### config.mk
export PLATFORM = sky130hd
export DESIGN_NAME = sfr_ctrl
export DESIGN_NICKNAME = d
export VERILOG_FILES = /design/src/hw/sfr_pkg.sv /design/src/hw/sfr_sync_if.sv /design/src/hw/sfr_sync.sv /design/src/hw/sfr_ctrl.sv
export SDC_FILE = /design/constraint.sdc
export NUM_CORES = 1
export LEC_CHECK = 0
export BUFFER_PORTS_ARGS = -buffer_cell sky130_fd_sc_hd__buf_2
export CAP_MARGIN = 10
export CORE_UTILIZATION = 59
export CTS_CLUSTER_DIAMETER = 40
export DETAILED_ROUTE_END_ITERATION = 16
export PLACE_DENSITY = 0.85
export RECOVER_POWER = 25
export SLEW_MARGIN = 20
export SYNTH_ARGS = -nofsm -noshare
export SYNTH_HDL_FRONTEND = slang
export SYNTH_SLANG_ARGS = --single-unit
### constraint.sdc
create_clock -name clk_sys -period 5.3 [get_ports clk_sys]
set_input_delay 1.59 -clock clk_sys [delete_from_list [all_inputs] [get_ports clk_sys]]
set_output_delay 1.59 -clock clk_sys [all_outputs]
set_load 0.02 [all_outputs]
### src/hw/sfr_pkg.sv
package sfr_pkg;

    // Register byte addresses
    localparam logic [7:0]  ADDR_CFG       = 8'h00;
    localparam logic [7:0]  ADDR_MASK      = 8'h04;
    localparam logic [7:0]  ADDR_STAT      = 8'h08;
    localparam logic [7:0]  ADDR_EVT       = 8'h0c;

    // Configuration register layout
    localparam int          CFG_PRIO_LSB   = 0;
    localparam int          CFG_PRIO_EN    = 2;
    localparam int          CFG_AUTO_LSB   = 4;
    localparam int          CFG_SIL_LSB    = 8;
    localparam int          CFG_POL_LSB    = 12;
    localparam int          CFG_W          = 16;
    localparam logic [15:0] CFG_RST        = 16'h00f0;

    // Relay order, also the mask register layout
    localparam int          RLY_PSU_LSB    = 0;
    localparam int          RLY_SB_LSB     = 2;
    localparam int          RLY_SUM        = 4;
    localparam int          RLY_W          = 5;
    localparam logic [4:0]  MASK_RST       = 5'h00;

    // Status register layout
    localparam int          STAT_ROUTE_LSB = 0;
    localparam int          STAT_BUSY_LSB  = 8;
    localparam int          STAT_PEND_LSB  = 10;
    localparam int          STAT_ALM_LSB   = 12;
    localparam int          STAT_SBALM_LSB = 16;
    localparam int          STAT_PSU_LSB   = 18;

    // Sticky event register layout
    localparam int          EVT_PSU_FAIL   = 0;
    localparam int          EVT_PSU_RET    = 2;
    localparam int          EVT_SB_ON      = 4;
    localparam int          EVT_SB_OFF     = 6;
    localparam int          EVT_ROUTE      = 8;
    localparam int          EVT_W          = 12;
    localparam logic [11:0] EVT_RST        = 12'h000;

    // Output routing codes, two bits per main group
    localparam logic [1:0]  ROUTE_PASS     = 2'h0;
    localparam logic [1:0]  ROUTE_SB1      = 2'h1;
    localparam logic [1:0]  ROUTE_SB2      = 2'h2;
    localparam logic [1:0]  ROUTE_SILENT   = 2'h3;

    // Supply threshold in millivolts (11 V)
    localparam logic [15:0] PSU_MIN_MV     = 16'h2af8;

    // Synchronised inputs: 4 main, 2 standby alarms, 2 buttons
    localparam int          SYNC_W         = 8;

    // Indicator blink timing
    localparam int unsigned CLK_HZ         = 40_000_000;
    localparam int unsigned FLASH_HALF_MS  = 250;
    localparam int unsigned FLASH_HALF_CYC = CLK_HZ / 1000 * FLASH_HALF_MS;

endpackage : sfr_pkg

### src/hw/sfr_sync_if.sv
`timescale 1ns/1ps
`default_nettype none
interface sfr_sync_if;
    logic [sfr_pkg::SYNC_W-1:0] raw;
    logic [sfr_pkg::SYNC_W-1:0] clean;
    modport sync (input raw, output clean);
    modport user (output raw, input clean);
endinterface : sfr_sync_if
`default_nettype wire

### src/hw/sfr_sync.sv
`timescale 1ns/1ps
`default_nettype none
module sfr_sync
    import sfr_pkg::*;
(
    input  wire logic  clk_sys, // System clock
    input  wire logic  rst_n,   // Async reset, active low
    sfr_sync_if.sync   sif      // Raw pins in, clean levels out
);

    logic [SYNC_W-1:0] stg1;
    logic [SYNC_W-1:0] stg2;
    logic [SYNC_W-1:0] stg3;
    logic [SYNC_W-1:0] agree;

    assign agree = ~(stg2 ^ stg3);

    always_ff @(posedge clk_sys or negedge rst_n)
    begin
        if (!rst_n)
        begin
            stg1 <= '0;
            stg2 <= '0;
            stg3 <= '0;
        end
        else
        begin
            stg1 <= sif.raw;
            stg2 <= stg1;
            stg3 <= stg2;
        end
    end

    // A level counts only once two later stages agree
    always_ff @(posedge clk_sys or negedge rst_n)
    begin
        if (!rst_n)
            sif.clean <= '0;
        else
            sif.clean <= (stg2 & agree) | (sif.clean & ~agree);
    end

endmodule : sfr_sync
`default_nettype wire

### src/hw/sfr_ctrl.sv
// Register access over APB and the placing of the registers were decided locally.
`timescale 1ns/1ps
`default_nettype none
module sfr_ctrl
    import sfr_pkg::*;
#(
    parameter int unsigned FLASH_HALF = FLASH_HALF_CYC // Blink half period
)
(
    input  wire logic        clk_sys,         // 40 MHz system clock
    input  wire logic        rst_n,           // Async reset, active low
    input  wire logic [3:0]  alarm_main,      // Main group alarm pins
    input  wire logic [1:0]  alarm_sb,        // Standby alarm pins, high
    input  wire logic [1:0]  restore_btn,     // Restore buttons, high
    input  wire logic [15:0] psu1_mv,         // Supply 1 level, mV
    input  wire logic [15:0] psu2_mv,         // Supply 2 level, mV
    input  wire logic        psel,            // APB select
    input  wire logic        penable,         // APB enable
    input  wire logic        pwrite,          // APB direction
    input  wire logic [7:0]  paddr,           // APB byte address
    input  wire logic [31:0] pwdata,          // APB write data
    output logic      [31:0] prdata,          // APB read data
    output logic             pready,          // APB ready
    output logic             pslverr,         // APB error, unmapped
    output logic      [7:0]  route_sel,       // Route code per main
    output logic      [3:0]  led_red_alarm,   // Red alarm lamps
    output logic      [3:0]  led_red_standby, // Red standby lamps
    output logic      [1:0]  btn_green,       // Button green lamp
    output logic      [1:0]  btn_orange,      // Button orange lamp
    output logic      [1:0]  led_psu,         // Green supply lamps
    output logic      [4:0]  relay,           // Relay contacts
    output logic             notify           // Event pulse
);

    sfr_sync_if sif ();

    logic [3:0]       alm_m;
    logic [1:0]       sb_alm;
    logic [1:0]       btn_lvl;
    logic [1:0]       btn_prev;
    logic [1:0]       press;
    logic [1:0]       busy;
    logic [1:0]       pend;
    logic [1:0][1:0]  owner;
    logic             last_sb;
    logic [1:0]       next_busy;
    logic [1:0]       next_pend;
    logic [1:0][1:0]  next_owner;
    logic             next_last;
    logic             taken;
    logic [CFG_W-1:0] cfg;
    logic [1:0]       prio;
    logic [3:0]       cfg_auto;
    logic [3:0]       cfg_sil;
    logic [RLY_W-1:0] rly_mask;
    logic [RLY_W-1:0] rly_raw;
    logic [EVT_W-1:0] evt;
    logic [EVT_W-1:0] evt_set;
    logic [23:0]      blink_cnt;
    logic             blink;
    logic [1:0]       psu_fault;
    logic [1:0]       psu_fault_q;
    logic [3:0][1:0]  next_route;
    logic [3:0]       unserved;
    logic [3:0]       served;
    logic [31:0]      rd_data;
    logic             rd_err;
    logic             wr_en;

    function automatic logic is_served(input logic [1:0]      bz,
                                       input logic [1:0][1:0] own,
                                       input logic [1:0]      m);
        is_served = (bz[0] && own[0] == m) || (bz[1] && own[1] == m);
    endfunction : is_served

    function automatic logic psu_low(input logic [15:0] mv);
        psu_low = mv < PSU_MIN_MV;
    endfunction : psu_low

    assign sif.raw = {restore_btn, alarm_sb, alarm_main};
    sfr_sync u_sync
    (
        .clk_sys (clk_sys),
        .rst_n   (rst_n),
        .sif     (sif.sync)
    );

    // Polarity bit set means the pin alarms when low
    assign alm_m    = sif.clean[3:0] ^ cfg[CFG_POL_LSB +: 4];
    assign sb_alm   = sif.clean[5:4];
    assign btn_lvl  = sif.clean[7:6];
    assign press    = btn_lvl & ~btn_prev;
    assign prio     = cfg[CFG_PRIO_LSB +: 2];
    assign cfg_auto = cfg[CFG_AUTO_LSB +: 4];
    assign cfg_sil  = cfg[CFG_SIL_LSB +: 4];
    assign psu_fault = {psu_low(psu2_mv), psu_low(psu1_mv)};

    // Release first, then fill free standbys, then the priority steal
    always_comb
    begin
        next_busy  = busy;
        next_pend  = pend;
        next_owner = owner;
        next_last  = last_sb;
        taken      = 1'b0;
        for (int s = 0; s < 2; s++)
        begin
            if (next_busy[s])
            begin
                if (sb_alm[s])
                begin
                    next_busy[s] = 1'b0;
                    next_pend[s] = 1'b0;
                end
                else if (alm_m[next_owner[s]])
                    next_pend[s] = 1'b0;
                else if (cfg_auto[next_owner[s]])
                begin
                    next_busy[s] = 1'b0;
                    next_pend[s] = 1'b0;
                end
                else if (next_pend[s] && press[s])
                begin
                    next_busy[s] = 1'b0;
                    next_pend[s] = 1'b0;
                end
                else
                    next_pend[s] = 1'b1;
            end
        end
        for (int m = 0; m < 4; m++)
        begin
            if (alm_m[m] && !is_served(next_busy, next_owner, 2'(m)))
            begin
                taken = 1'b0;
                for (int s = 0; s < 2; s++)
                begin
                    if (!taken && !next_busy[s] && !sb_alm[s])
                    begin
                        next_busy[s]  = 1'b1;
                        next_pend[s]  = 1'b0;
                        next_owner[s] = 2'(m);
                        next_last     = s[0];
                        taken         = 1'b1;
                    end
                end
            end
        end
        if (cfg[CFG_PRIO_EN] && alm_m[prio] && next_busy == 2'h3 &&
            !is_served(next_busy, next_owner, prio) && !sb_alm[next_last])
        begin
            next_owner[next_last] = prio;
            next_pend[next_last]  = 1'b0;
        end
    end

    always_ff @(posedge clk_sys or negedge rst_n)
    begin
        if (!rst_n)
        begin
            busy     <= 2'h0;
            pend     <= 2'h0;
            owner    <= '0;
            last_sb  <= 1'b0;
            btn_prev <= 2'h0;
        end
        else
        begin
            busy     <= next_busy;
            pend     <= next_pend;
            owner    <= next_owner;
            last_sb  <= next_last;
            btn_prev <= btn_lvl;
        end
    end

    // Routing and lamp values from the held assignment
    always_comb
    begin
        for (int m = 0; m < 4; m++)
        begin
            served[m]   = is_served(busy, owner, 2'(m));
            unserved[m] = alm_m[m] && !served[m];
            if (busy[0] && owner[0] == 2'(m))
                next_route[m] = ROUTE_SB1;
            else if (busy[1] && owner[1] == 2'(m))
                next_route[m] = ROUTE_SB2;
            else if (alm_m[m] && cfg_sil[m])
                next_route[m] = ROUTE_SILENT;
            else
                next_route[m] = ROUTE_PASS;
        end
    end

    always_ff @(posedge clk_sys or negedge rst_n)
    begin
        if (!rst_n)
        begin
            blink_cnt <= 24'h000000;
            blink     <= 1'b0;
        end
        else if (blink_cnt == 24'(FLASH_HALF - 1))
        begin
            blink_cnt <= 24'h000000;
            blink     <= ~blink;
        end
        else
            blink_cnt <= blink_cnt + 24'h000001;
    end

    always_ff @(posedge clk_sys or negedge rst_n)
    begin
        if (!rst_n)
        begin
            route_sel       <= 8'h00;
            led_red_alarm   <= 4'h0;
            led_red_standby <= 4'h0;
            btn_green       <= 2'h3;
            btn_orange      <= 2'h0;
            led_psu         <= 2'h3;
        end
        else
        begin
            route_sel <= next_route;
            for (int m = 0; m < 4; m++)
            begin
                // Both lamps share one blink phase
                led_red_alarm[m]   <= unserved[m] ? blink : served[m];
                led_red_standby[m] <= unserved[m] ? blink : served[m];
            end
            btn_green  <= ~busy;
            btn_orange <= busy & (~pend | {2{blink}});
            for (int p = 0; p < 2; p++)
                led_psu[p] <= psu_fault[p] ? blink : 1'b1;
        end
    end

    // Relay drive; summary looks at the unmasked conditions of the others
    assign rly_raw[RLY_PSU_LSB +: 2] = psu_fault;
    assign rly_raw[RLY_SB_LSB +: 2]  = busy;
    assign rly_raw[RLY_SUM] = |(rly_raw[3:0] & ~rly_mask[3:0]);

    always_ff @(posedge clk_sys or negedge rst_n)
    begin
        if (!rst_n)
            relay <= 5'h00;
        else
            relay <= rly_raw & ~rly_mask;
    end

    always_comb
    begin
        evt_set = '0;
        evt_set[EVT_PSU_FAIL +: 2] = psu_fault & ~psu_fault_q;
        evt_set[EVT_PSU_RET +: 2]  = ~psu_fault & psu_fault_q;
        evt_set[EVT_SB_ON +: 2]    = next_busy & ~busy;
        evt_set[EVT_SB_OFF +: 2]   = busy & ~next_busy;
        for (int m = 0; m < 4; m++)
            evt_set[EVT_ROUTE + m] = next_route[m] != route_sel[2*m +: 2];
    end

    assign wr_en = psel && penable && pwrite;

    // Set beats a write-one clear in the same cycle
    always_ff @(posedge clk_sys or negedge rst_n)
    begin
        if (!rst_n)
        begin
            evt         <= EVT_RST;
            psu_fault_q <= 2'h0;
            notify      <= 1'b0;
        end
        else
        begin
            if (wr_en && paddr == ADDR_EVT)
                evt <= (evt & ~pwdata[EVT_W-1:0]) | evt_set;
            else
                evt <= evt | evt_set;
            psu_fault_q <= psu_fault;
            notify      <= |evt_set;
        end
    end

    always_ff @(posedge clk_sys or negedge rst_n)
    begin
        if (!rst_n)
        begin
            cfg      <= CFG_RST;
            rly_mask <= MASK_RST;
        end
        else if (wr_en && paddr == ADDR_CFG)
            cfg <= pwdata[CFG_W-1:0];
        else if (wr_en && paddr == ADDR_MASK)
            rly_mask <= pwdata[RLY_W-1:0];
    end

    always_comb
    begin
        rd_data = 32'h00000000;
        rd_err  = 1'b0;
        unique case (paddr)
            ADDR_CFG:
                rd_data[CFG_W-1:0] = cfg;
            ADDR_MASK:
                rd_data[RLY_W-1:0] = rly_mask;
            ADDR_STAT:
            begin
                rd_data[STAT_ROUTE_LSB +: 8] = route_sel;
                rd_data[STAT_BUSY_LSB +: 2]  = busy;
                rd_data[STAT_PEND_LSB +: 2]  = pend;
                rd_data[STAT_ALM_LSB +: 4]   = alm_m;
                rd_data[STAT_SBALM_LSB +: 2] = sb_alm;
                rd_data[STAT_PSU_LSB +: 2]   = psu_fault;
            end
            ADDR_EVT:
                rd_data[EVT_W-1:0] = evt;
            default:
                rd_err = 1'b1;
        endcase
    end

    // Answer is fixed up in the setup cycle; no wait states
    always_ff @(posedge clk_sys or negedge rst_n)
    begin
        if (!rst_n)
        begin
            prdata  <= 32'h00000000;
            pready  <= 1'b0;
            pslverr <= 1'b0;
        end
        else
        begin
            pready <= 1'b1;
            if (psel && !penable)
            begin
                prdata  <= pwrite ? 32'h00000000 : rd_data;
                pslverr <= rd_err;
            end
        end
    end
endmodule : sfr_ctrl
`default_nettype wire

==> results.md <==
- Sum of overflow across all layers after global routing: 0
- Aggregate routed wire length: 16580 um
- Path category of the worst min-delay check: reg -> reg
- Longest Clk Path Bufs: 2
- Initial antenna violation count: 0
- Overall routing resource usage: 0.2863
- Clock root buffer master: clkbuf_16
- Final slew viol count: 82
- Number of enable-type register cells in the synthesized netlist: 0
- Hold Crit Start: u_sync.stg1[3]$_DFF_PN0_
- LEAKAGE: 3.882 nW
- Number of vias per cell: 6.035
- RD Place Congestion: 0.8468
- Standard cell area after detailed placement: 7590 sq um
- DRC Markers: 0
- Routing layer with the top usage in global route: met2
- Commonest cells after routing, fill and taps aside: dfrtp_1, buf_2, nand2_1
- Fraction of layout cells with a size suffix above 1: 0.2869
- Final Power: 3.437 mW
- Placed wire-length estimate: 11700 um
- Met1 Resource Use GR: 0.3809
- Width of the die: 110.9 um
- Main synth FF type: dfrtp_1
- Most common cell after layout, fill and taps aside: dfrtp_1
- Number of failing hold endpoints at the final stage: 0
- CTS tree: yes
- Routed wire per std cell: 18.79 um
- Final setup viols: 0
- Cell count after synthesis: 618
- Synth-to-Final Area Change: 17.34%
- Data required time of the worst path: 5.61 ns
- Number of clock sinks: 149
- Die outline area: 12290 sq um
- Post-layout min period: 3.907 ns
- Number of nets still failing antenna checks after routing: 0
- # resized after CTS: 0
- Height of the die: 110.9 um
- Post-CTS setup buffers: 0
- Warning count from the yosys run: 0
- Power per standard cell area: 418.9 nW/um^2
- Fraction of synthesis flops using an asynchronous set or reset pin: 1.000
- M2 GR Usage: 0.4493
- Number of port buffers: 112
- Fin crit share: 0.7372
- Synth Register Bits: 149
- Max-slew headroom: -0.2967
- Number of optimization iterations in the first detailed-route pass: 5
- Placed Cells incl. Taps: 850
- Pin count of the biggest net entering global routing: 82
- Largest fanout on the critical path: 14
- Setup Crit Path Kind: reg -> reg
- Max Cap Violations: 1
- Average size of a mapped cell: 11.32 sq um
- Worst-Margin Slew: 1.945 ns
- Met3 track demand over resource in global routing: 0.06452
- Crit path DAT: 4.22 ns
- Number of violations reported at the end of detailed-routing iteration 0: 485
- Htree depth: 4
- Later-pin clock latency in the skew report: 0.42 ns
- Hold buffers post-CTS: 0
- Violations in the final reports: capacitance limit, slew limit
- CP startpoint: owner[0]$_DFF_PN0_
- Antenna cells: 0
- Critical Path Start Type: register
- Clock slew at the register clock pins of the worst setup and hold paths: 0.06 ns
- Finished layout cell area: 8205 sq um
- Top-level port count: 147
- Maximum clock frequency: 255.9 MHz
- Initial core utilization: 0.6098
- Maximum vdd drop: 0.0002577 V
- Fin cells: 882
- Core ar.: 11470 sq um
- Outcome: complete, but fails checks
- Worst reg2reg startpoint: owner[0]$_DFF_PN0_
- Cell Area, Synth: 6993 sq um
- First-pass GRT wire length: 26860 um
- Number of global-route vias before repair: 5240
- Nets: 812
- RSZ-0062 raised after global routing: false
- Endpoint type of the worst setup path: register
- Count of distinct cell types in the synthesized netlist: 86
- Total number of vias: 5323
- Accumulated negative setup slack: 0 ns
- Proportion of synthesized chip area in sequential cells: 0.5346
- Clock buffer count from CTS: 17
- Clock skew after layout: 0.005449 ns
- Total number of placement rows: 39
- Worst Hold Slack: 0.3458 ns
-- state kept, by name, summed over array words and instances (netlist names), named ones only --
signal           count
led_psu              2
led_red_standby      4
rly_mask             5
btn_prev             2
u_sync.stg2          8
pready               1
blink_cnt           24
u_sync.stg3          8
prdata              20
blink                1
notify               1
pend                 2
btn_orange           2
relay                5
psu_fault_q          2
pslverr              1
route_sel            8
u_sync.stg1          8
owner                4
cfg                 16
evt                 12
btn_green            2
last_sb              1
busy                 2
-- critical path, cell delays in order (launching register included) --
cell and delay, ns:
dfrtp_1 0.74, mux4_2 0.67, o31ai_4 0.32, a21oi_2 0.13, o21a_1 0.24, o221ai_1 0.40
nor2_1 0.10, a2111o_1 0.50, nor4b_4 0.36, mux2_4 0.33
-- logic make-up (layout without fill, tap and decap cells) --
| group | Yosys count | count (layout) | synth area share |
|---|---|---|---|
| other | 2 | 13 | 0.001074 |
| AOI/OAI and AO/OA | 110 | 110 | 0.1183 |
| and+or+nand+nor | 208 | 208 | 0.1478 |
| DFF | 149 | 149 | 0.5346 |
| adders and majority gates | 10 | 10 | 0.01485 |
| buffers and inverters | 49 | 159 | 0.03686 |
| xor gates and xnor gates | 47 | 47 | 0.05994 |
| muxes | 43 | 43 | 0.08660 |
-- per-layer routing --
metal	wire length (um)	share of wire
met1	6886	0.42
met2	8032	0.48
met3	1204	0.073
met4	452	0.027
met5	0	0
-- where the power goes --
group	total (mW)	switching [mW]	internal (mW)
Clock	1.25	0.449	0.800
Sequential	1.40	0.154	1.24
Combinational	0.792	0.476	0.316
Total	3.44	1.08	2.36
-- cell usage after synthesis (3+ instances only) --
master	n	area share
nor2_1	43	0.023
nor4_1	7	0.0063
nand2b_1	11	0.0098
a21boi_0	3	0.0032
mux4_2	10	0.032
dfstp_2	8	0.030
dfrtp_1	141	0.50
o21ai_1	5	0.0036
o21ai_0	33	0.024
and3_1	7	0.0063
a22o_1	14	0.018
nand2_1	78	0.042
nor4bb_1	4	0.0057
mux2i_1	8	0.011
nand3b_1	3	0.0032
buf_4	17	0.018
o211ai_1	3	0.0032
nor2b_1	7	0.0063
nand3_1	16	0.011
inv_1	9	0.0048
maj3_1	8	0.011
nand4_1	7	0.0063
nor3_1	9	0.0064
a21oi_1	11	0.0079
xnor2_1	27	0.034
clkbuf_1	15	0.0081
xor2_1	19	0.024
mux2_2	21	0.034
-- stage by stage --
stage               setup slack [ns]  utilization
CTS                            1.494       0.7161
detailed placement             1.330       0.6619
global route                   1.251       0.7155
global placement               1.442       0.6619
finish                         1.393       0.7155
floorplan                      1.693            -
-- final timing paths --
check / endpoint / slack (ns) / cells after the start
worst min register to register: u_sync.stg2[3]$_DFF_PN0_ / 0.35 / 0
min in group asynchronous: led_red_standby[3]$_DFF_PN0_ / 1.71 / 1
worst min-delay path: u_sync.stg2[3]$_DFF_PN0_ / 0.35 / 0
worst max register to register: owner[3]$_DFF_PN0_ / 1.39 / 9
max in group asynchronous: btn_green[1]$_DFF_PN1_ / 2.22 / 2
worst max-delay path: owner[3]$_DFF_PN0_ / 1.39 / 9
-- cell type report --
cell class	instances	area, sq um
Sequential cell	149	3739
Fill cell	803	3262
Multi-Input combinational cell	431	3038
Timing Repair Buffer	115	583.1
Clock buffer	24	501.7
Tap cell	143	178.9
Clock inverter	8	120.1
Inverter	12	45.04
Power figures use the tool's default switching activity.
